[src/ors_pkg.sv]
// Package of the output ramp sequencer: register map, reset values, timing and state types.
// Assumes one 125 MHz master reference clock shared by every converter in the system.
package ors_pkg;

  // ----------------------------------------------------------------
  // Register map
  // ----------------------------------------------------------------
  localparam logic [7:0] ADDR_SLEW_RAMP_CONFIG  = 8'h03;
  localparam logic [7:0] ADDR_POWER_UP_DELAY    = 8'h05;
  localparam logic [7:0] ADDR_POWER_DOWN_DELAY  = 8'h06;

  // Field layout of slew_ramp_config, bit 7 down to bit 0.
  typedef struct packed {
    logic       unused;
    logic [2:0] riseCode;
    logic       rampControlEnable;
    logic [2:0] fallCode;
  } ors_slew_s;

  localparam logic [7:0] UP_DELAY_RST      = 8'h00;
  localparam logic [5:0] DOWN_DELAY_RST    = 6'h0B;
  localparam logic [2:0] RISE_RST          = 3'h1;
  localparam logic [2:0] RISE_TERM_RST     = 3'h0;
  localparam logic [2:0] FALL_RST          = 3'h4;
  localparam logic [2:0] FALL_TERM_RST     = 3'h3;
  localparam logic       RAMP_EN_RST       = 1'b1;
  localparam ors_slew_s  SLEW_RST          = '{1'b0, RISE_RST, RAMP_EN_RST, FALL_RST};

  // ----------------------------------------------------------------
  // Timing
  // ----------------------------------------------------------------
  localparam int unsigned CLK_PERIOD_NS = 8;
  localparam int unsigned STEP_TIME_NS  = 5000;
  localparam int unsigned MS_NS         = 1000000;
  localparam int unsigned TICK_CYC      = STEP_TIME_NS / CLK_PERIOD_NS;
  localparam logic [7:0]  TICKS_PER_MS  = 8'(MS_NS / STEP_TIME_NS);
  localparam logic [1:0]  STRAP_WAIT    = 2'h2;

  // Ticks of 5 us per 10 mV step for each slew code (same magnitude up and down).
  localparam logic [5:0] FACT_0P05 = 6'h28;
  localparam logic [5:0] FACT_0P1  = 6'h14;
  localparam logic [5:0] FACT_0P2  = 6'h0A;
  localparam logic [5:0] FACT_0P25 = 6'h08;
  localparam logic [5:0] FACT_0P5  = 6'h04;
  localparam logic [5:0] FACT_1P0  = 6'h02;
  localparam logic [5:0] FACT_2P0  = 6'h01;

  typedef enum logic [2:0] {
    ST_OFF, ST_ON_DLY, ST_RAMP_UP, ST_ON, ST_OFF_DLY, ST_RAMP_DN
  } ors_phase_e;

  typedef struct packed {
    logic        cmdMeta;
    logic        cmdSync;
    logic        termMeta;
    logic        termSync;
    logic [1:0]  strapCnt;
    ors_slew_s   slewCfg;
    logic [7:0]  upDly;
    logic [5:0]  dnDly;
    ors_phase_e  phase;
    logic [9:0]  tickCnt;
    logic [5:0]  stepCnt;
    logic [15:0] elapsed;
    logic [9:0]  level;
    logic        stageEn;
    logic [7:0]  rdData;
  } ors_state_s;

endpackage : ors_pkg

[src/ors_rate_lut.sv]
// Slew code to step-duration lookup, registered output.
// Assumes the caller holds the code steady; the answer lags the code by one clock.
`timescale 1ns/1ps
module ors_rate_lut
  import ors_pkg::*;
(
  input  wire logic       ref_clk,
  input  wire logic       rst_b,
  input  wire logic       ce,
  input  wire logic [2:0] code,
  output logic      [5:0] stepFactor
);

  typedef struct packed {
    logic [5:0] factor;
  } ors_lut_s;

  ors_lut_s s_reg;
  ors_lut_s s_next;

  // ----------------------------------------------------------------
  // Lookup
  // ----------------------------------------------------------------
  // Reserved code 7 falls back to the slowest rate, which keeps charging current lowest.
  always_comb begin
    s_next = s_reg;
    case (code)
      3'h0:    s_next.factor = FACT_0P05;
      3'h1:    s_next.factor = FACT_0P1;
      3'h2:    s_next.factor = FACT_0P2;
      3'h3:    s_next.factor = FACT_0P25;
      3'h4:    s_next.factor = FACT_0P5;
      3'h5:    s_next.factor = FACT_1P0;
      3'h6:    s_next.factor = FACT_2P0;
      default: s_next.factor = FACT_0P05;
    endcase
  end

  always_ff @(posedge ref_clk or negedge rst_b) begin
    if (!rst_b) begin
      s_reg <= '{FACT_0P1};
    end else if (ce) begin
      s_reg <= s_next;
    end
  end

  assign stepFactor = s_reg.factor;
endmodule : ors_rate_lut

[src/ors_ramp_sequencer.sv]
// Output ramp sequencer: turn-on/turn-off delays and slewed reference stepping.
// Assumes register writes come from the programming path on ref_clk; runCmd and
// busTerminator are pins and are synchronised here.
//
// Notes on behaviour
// After turn-on, wait the programmed turn-on delay before ramping up.
// Power-up delay register: 8-bit milliseconds, all read-write, resets to zero.
// With falling slew, turn-off delay ends when the output reaches zero.
// Without falling slew, turn-off delay only times switch-off of both switches.
// Ramp-down starts after turn-off delay minus output over falling rate.
// Manager programs turn-off delay so that computed wait stays positive.
// Power-down delay: 6-bit milliseconds, default 11, upper two bits read zero.
// Slew is made by fixed 10 mV reference steps; step time sets rate.
// Step time is divided down from the manager's master clock.
// Rising code 0..6 maps 0.05 to 2.0 V/ms; default 1, terminator 0.
// Falling codes map -0.1 to -2.0 V/ms; default 4, terminator 3; here codes 0..6 share the rising table, -0.05 to -2.0 V/ms.
// One enable bit switches controlled ramping; resets to enabled.
// Top bit of slew configuration always reads zero.
// Manager sets delays and slews by writing the three registers.
// Rising slew and overcurrent threshold must keep charging current below limit.
// Delay and slew registers accept rewrites at any time.
// Delays count in millisecond ticks; zero delay ramps immediately.
// A computed ramp-down wait of zero or less starts ramping at once.
`timescale 1ns/1ps
module ors_ramp_sequencer
  import ors_pkg::*;
#(
  parameter int unsigned STEP_TICK_CYCLES = TICK_CYC
)(
  input  wire logic       ref_clk,
  input  wire logic       rst_b,
  input  wire logic       ce,
  input  wire logic       runCmd,
  input  wire logic       busTerminator,
  input  wire logic [9:0] targetSteps,
  input  wire logic       regWrEn,
  input  wire logic [7:0] regAddr,
  input  wire logic [7:0] regWrData,
  output logic      [7:0] regRdData,
  output logic      [9:0] vrefSteps,
  output logic            powerStageEn,
  output logic            rampActive
);

  localparam logic [9:0] TICK_LAST = 10'(STEP_TICK_CYCLES - 1);

  ors_state_s  s_reg;
  ors_state_s  s_next;
  logic [5:0]  riseFactor;
  logic [5:0]  fallFactor;
  logic        tick;
  logic [15:0] limitUp;
  logic [15:0] limitDn;
  logic [16:0] dnReach;

  // ----------------------------------------------------------------
  // Step-time lookups
  // ----------------------------------------------------------------
  ors_rate_lut uRiseLut (
    .ref_clk    (ref_clk),
    .rst_b      (rst_b),
    .ce         (ce),
    .code       (s_reg.slewCfg.riseCode),
    .stepFactor (riseFactor)
  );

  ors_rate_lut uFallLut (
    .ref_clk    (ref_clk),
    .rst_b      (rst_b),
    .ce         (ce),
    .code       (s_reg.slewCfg.fallCode),
    .stepFactor (fallFactor)
  );

  // ----------------------------------------------------------------
  // Next state
  // ----------------------------------------------------------------
  assign tick    = (s_reg.tickCnt == '0);
  assign limitUp = 16'(s_reg.upDly) * 16'(TICKS_PER_MS);
  assign limitDn = 16'(s_reg.dnDly) * 16'(TICKS_PER_MS);
  // Elapsed wait plus the time the remaining ramp needs; reaching the delay starts the ramp.
  assign dnReach = 17'(s_reg.elapsed) + 17'(16'(s_reg.level) * 16'(fallFactor));

  always_comb begin
    s_next          = s_reg;
    s_next.cmdMeta  = runCmd;
    s_next.cmdSync  = s_reg.cmdMeta;
    s_next.termMeta = busTerminator;
    s_next.termSync = s_reg.termMeta;
    s_next.tickCnt  = tick ? TICK_LAST : s_reg.tickCnt - 10'd1;

    // The strap is taken once the synchroniser holds a settled value after reset.
    if (s_reg.strapCnt != STRAP_WAIT + 2'd1) begin
      s_next.strapCnt = s_reg.strapCnt + 2'd1;
      if (s_reg.strapCnt == STRAP_WAIT && s_reg.termSync) begin
        s_next.slewCfg.riseCode = RISE_TERM_RST;
        s_next.slewCfg.fallCode = FALL_TERM_RST;
      end
    end

    if (regWrEn) begin
      case (regAddr)
        ADDR_SLEW_RAMP_CONFIG: s_next.slewCfg = {1'b0, regWrData[6:0]};
        ADDR_POWER_UP_DELAY:   s_next.upDly   = regWrData;
        ADDR_POWER_DOWN_DELAY: s_next.dnDly   = regWrData[5:0];
        default:               s_next.upDly   = s_reg.upDly;
      endcase
    end

    case (regAddr)
      ADDR_SLEW_RAMP_CONFIG: s_next.rdData = s_reg.slewCfg;
      ADDR_POWER_UP_DELAY:   s_next.rdData = s_reg.upDly;
      ADDR_POWER_DOWN_DELAY: s_next.rdData = {2'b00, s_reg.dnDly};
      default:               s_next.rdData = 8'h00;
    endcase

    case (s_reg.phase)
      ST_OFF: begin
        s_next.level   = '0;
        s_next.stageEn = 1'b0;
        if (s_reg.cmdSync) begin
          s_next.elapsed = '0;
          s_next.phase   = ST_ON_DLY;
        end
      end
      ST_ON_DLY: begin
        if (!s_reg.cmdSync) begin
          s_next.phase = ST_OFF;
        end else if (s_reg.elapsed >= limitUp) begin
          s_next.stageEn = 1'b1;
          s_next.stepCnt = '0;
          if (s_reg.slewCfg.rampControlEnable) begin
            s_next.phase = ST_RAMP_UP;
          end else begin
            s_next.level = targetSteps;
            s_next.phase = ST_ON;
          end
        end else if (tick) begin
          s_next.elapsed = s_reg.elapsed + 16'd1;
        end
      end
      ST_RAMP_UP: begin
        if (!s_reg.cmdSync) begin
          s_next.elapsed = '0;
          s_next.phase   = ST_OFF_DLY;
        end else if (s_reg.level >= targetSteps) begin
          s_next.level = targetSteps;
          s_next.phase = ST_ON;
        end else if (tick) begin
          if (s_reg.stepCnt + 6'd1 >= riseFactor) begin
            s_next.level   = s_reg.level + 10'd1;
            s_next.stepCnt = '0;
          end else begin
            s_next.stepCnt = s_reg.stepCnt + 6'd1;
          end
        end
      end
      ST_ON: begin
        s_next.level = targetSteps;
        if (!s_reg.cmdSync) begin
          s_next.elapsed = '0;
          s_next.phase   = ST_OFF_DLY;
        end
      end
      ST_OFF_DLY: begin
        if (s_reg.cmdSync) begin
          s_next.stepCnt = '0;
          s_next.phase   = ST_RAMP_UP;
        end else if (s_reg.slewCfg.rampControlEnable) begin
          // A wait the manager left too short simply starts the ramp at once.
          if (dnReach >= 17'(limitDn)) begin
            s_next.stepCnt = '0;
            s_next.phase   = ST_RAMP_DN;
          end else if (tick) begin
            s_next.elapsed = s_reg.elapsed + 16'd1;
          end
        end else if (s_reg.elapsed >= limitDn) begin
          s_next.stageEn = 1'b0;
          s_next.level   = '0;
          s_next.phase   = ST_OFF;
        end else if (tick) begin
          s_next.elapsed = s_reg.elapsed + 16'd1;
        end
      end
      ST_RAMP_DN: begin
        if (s_reg.cmdSync) begin
          s_next.stepCnt = '0;
          s_next.phase   = ST_RAMP_UP;
        end else if (s_reg.level == '0) begin
          s_next.stageEn = 1'b0;
          s_next.phase   = ST_OFF;
        end else if (tick) begin
          if (s_reg.stepCnt + 6'd1 >= fallFactor) begin
            s_next.level   = s_reg.level - 10'd1;
            s_next.stepCnt = '0;
          end else begin
            s_next.stepCnt = s_reg.stepCnt + 6'd1;
          end
        end
      end
      default: s_next.phase = ST_OFF;
    endcase
  end

  // ----------------------------------------------------------------
  // State register
  // ----------------------------------------------------------------
  always_ff @(posedge ref_clk or negedge rst_b) begin
    if (!rst_b) begin
      s_reg <= '{1'b0, 1'b0, 1'b0, 1'b0, 2'b00, SLEW_RST, UP_DELAY_RST,
                 DOWN_DELAY_RST, ST_OFF, 10'h000, 6'h00, 16'h0000,
                 10'h000, 1'b0, 8'h00};
    end else if (ce) begin
      s_reg <= s_next;
    end
  end

  assign regRdData    = s_reg.rdData;
  assign vrefSteps    = s_reg.level;
  assign powerStageEn = s_reg.stageEn;
  assign rampActive   = (s_reg.phase == ST_RAMP_UP) || (s_reg.phase == ST_RAMP_DN);
endmodule : ors_ramp_sequencer

[config.mk]
export PLATFORM = sky130hd
export DESIGN_NAME = ors_ramp_sequencer
export DESIGN_NICKNAME = d
export VERILOG_FILES = /design/src/ors_pkg.sv /design/src/ors_rate_lut.sv /design/src/ors_ramp_sequencer.sv
export SDC_FILE = /design/constraint.sdc
export NUM_CORES = 1
export LEC_CHECK = 0
export BUFFER_PORTS_ARGS = -buffer_cell sky130_fd_sc_hd__clkbuf_2
export CAP_MARGIN = 20
export CORE_AREA = 2 2 153 215
export CTS_BUF_LIST = sky130_fd_sc_hd__clkbuf_4 sky130_fd_sc_hd__clkbuf_8
export DETAILED_ROUTE_END_ITERATION = 16
export DIE_AREA = 0 0 155 217
export GPL_TIMING_DRIVEN = 0
export PLACE_DENSITY = 0.51
export SETUP_SLACK_MARGIN = 0.15
export SYNTH_ARGS = -nofsm -noshare
export SYNTH_HDL_FRONTEND = slang
export SYNTH_SLANG_ARGS = --single-unit
[constraint.sdc]
create_clock -name ref_clk -period 14.9 [get_ports ref_clk]
set_clock_uncertainty 0.05 [all_clocks]
set_input_delay 0.745 -clock ref_clk [delete_from_list [all_inputs] [get_ports ref_clk]]
set_output_delay 0.745 -clock ref_clk [all_outputs]
set_load 0.01 [all_outputs]
==> out/metrics.yaml <==
syn_area_um2: 10300
synth-seq-cells: 93
grtUsageTotal_pct: 17.9
layout-area-overhead-vs-synth_pct: 9.91
pwr-share-comb_pct: 57.4
fin_cells: 1660
die_h_um: 217
timing.final.crit_period_ns: 7.62
grt_max_degree: 62
synthCells: 1191
grt_pass1_wl_um: 47500
irDropWorstVdd_mv: 0.0538
synth_edf_count: 0
ys.flop_type: "dfrtp_1"
holdWs_ns: 0.293
dieArea_um2: 33600
dpl.hpwl_um: 24000
place_inst: 1644
fp.dieW_um: 155
final_antenna_net_count: 0
firstDrtPassIters: 6
fin_nets: 1487
clk_pin_slew_worst_paths_ns: 0.10
cts_tree: "built"
crit_type: "register to register"
largest_register_ffs: 60
cp.arrival_ns: 7.85
drc: 0
rsz0062_at_grt: "false"
worst-path-max-fanout: 10
swShare_pct: 47.9
ctsLongestPathBuffers: 2
port_buffers: 51
root_buffer: "clkbuf_8"
syn_nets: 1423
vias: 8889
antenna_found_initial: 0
crit_path_end_kind: "register"
synth.area.top_cells: "dfrtp_1 (20%), ha_1 (18%), fa_1 (9.7%), inv_1 (5.5%), o21ai_0 (3.0%)"
async_reset_ff_share_pct: 100
setup_violations: 0
coreArea_um2: 31900
grt-ovfl-total: 0
p_clk_share_pct: 15.3
yosysTopAreaCell: "dfrtp_1"
timing.critical_path.mode_cell: "fa_1"
grt_pass1_vias: 8802
power_density_nw_per_um2: 118
critPathMaxStageDelay_ns: 0.76
drt_wl_total_um: 29900
n_fill_cell: 3326
cp_top_family: "adder cells"
p_leak_nw: 5.50
post_cts_resized: 0
critPathLaunchType: "register"
p_int_mw: 0.698
report.final.slew_viol_count: 0
yosys.cell_count.top_type: "inv_1"
critical_path.cell_chain: "clkbuf_1, and2_1, fa_1, fa_1, fa_1, inv_1, fa_1, inv_1, ha_1, or3_1, a21oi_1, o31ai_1, o31ai_1, xnor2_1, ha_1, nand2_1, nor3_1, o31a_1, nor4_1, nand2_1, a2bb2oi_2, buf_2, o41ai_1"
n_antenna_cell: 0
synth.avg_cell_area_um2: 8.66
yosysTopAreaCellShare_pct: 20.1
clock_latency_ns: 0.40
drive_gt1_share_pct: 10.8
place.gp.congestion: 0.873
start_util_pct: 32.3
drv_cap: 0
worst_slew_pin_slew_ns: 1.03
seqPwrFrac_pct: 27.3
ys_seq_area_share_pct: 22.7
vias_per_cell: 5.35
max_slew_margin_pct: 30.1
p_switching_mw: 0.643
fmax_mhz: 131
numCtsBuffers: 9
yosysWarnings: 0
first_iter_violations: 547
path_buf_inv: 4
ctsHoldBuffers: 0
status: "completed"
synthTopCellsByCount: "inv_1 (152), ha_1 (150), dfrtp_1 (83), nand2_1 (77), nor2_1 (72)"
hold_path_class: "input pin to asynchronous set/reset pin"
h-tree-depth: 3
yosysUniqueCellTypes: 77
std_cell_rows: 78
hold_viol: 0
cp_data_required_time_ns: 15.13
slowest_stage: "nor4_1"
fin_setup_tns_ns: 0
wire_per_inst_um: 18.0
cts.sinks: 93
post-route-period-util_pct: 51.2
cts_setup_buffers: 0
ios: 52
==> power by group through the flow <==
stage | Clock, mW | Sequential, mW | Combinational [mW]
floorplan | 0 | 0.345 | 0.563
global placement | 0 | 0.371 | 0.757
detailed placement | 0 | 0.371 | 0.766
CTS | 0.210 | 0.367 | 0.774
global route | 0.218 | 0.375 | 0.869
finish | 0.205 | 0.366 | 0.770
==> cell type report <==
cell class	instances	area (um2)	area share, %
multi-input combinational	882	7080	62.5
tap	400	500	4.42
timing repair buffer	53	290	2.56
clock buffer	10	138	1.21
inverter	154	578	5.10
buffer	62	312	2.75
sequential	93	2340	20.6
clock inverter	6	93.8	0.828
==> layout by cell type, fill, tap and decap left out, drive strengths merged, types with 8 or more instances in the layout <==
cell and instances:
fa 50, a31oi 8, a211oi 10, ha 150, a21o 15, dfstp 10
o21bai 8, nand4 19, o41ai 11, and3 12, a22o 14, clkbuf 96
nand3 40, nor2 72, nor3 22, nand2 77, mux2 20, and2 43
dfrtp 83, xnor2 25, buf 29, inv 154, o211ai 21, o21ai 64
xor2 9, nand2b 14, or3 10, a21oi 60, o22ai 13
==> metal layers <==
metal / GRT usage (%) / routed length, um / up-vias
li1: - / - / 4300
met3: 1.23 / 870 / 60
met2: 34.0 / 16000 / 197
met4: 7.50 / 1120 / 0
met1: 20.6 / 11900 / 4332
met5: 0 / 0 / -
==> metrics by stage <==
stage	instance area [um2]	power, mW	util [%]	worst slack [ns]
5_1_grt	11300	1.46	35.5	6.79
2_1_floorplan	10300	0.908	-	8.77
6_report	11300	1.34	35.5	7.28
4_1_cts	11300	1.35	35.5	7.16
3_3_place_gp	11100	1.13	34.7	7.19
3_5_place_dp	11100	1.14	34.8	7.28
==> kinds of logic after synthesis <==
group	Yosys count	synth area share, %
compound gates	278	17.9
xor+xnor	34	2.89
fa+ha+maj	200	27.9
buf+inv	216	8.63
flops	93	22.7
mux	24	2.57
simple gates	346	17.4
==> final timing paths <==
check	cells past startpoint	to	slack (ns)	start
worst max-delay path	23	s_reg[24]$_DFFE_PN0P_	7.28	vrefSteps[2]$_DFFE_PN0P_
worst min-delay path	1	s_reg[43]$_DFFE_PN0P_	0.29	rst_b
worst max register to register	23	s_reg[24]$_DFFE_PN0P_	7.28	vrefSteps[2]$_DFFE_PN0P_
worst min register to register	2	uRiseLut.stepFactor[2]$_DFFE_PN1P_	0.46	uRiseLut.stepFactor[2]$_DFFE_PN1P_
max in group asynchronous	2	s_reg[57]$_DFFE_PN1P_	13.76	rst_b
min in group ref_clk	2	uRiseLut.stepFactor[2]$_DFFE_PN1P_	0.46	uRiseLut.stepFactor[2]$_DFFE_PN1P_
(Power assumes the default switching activity.)
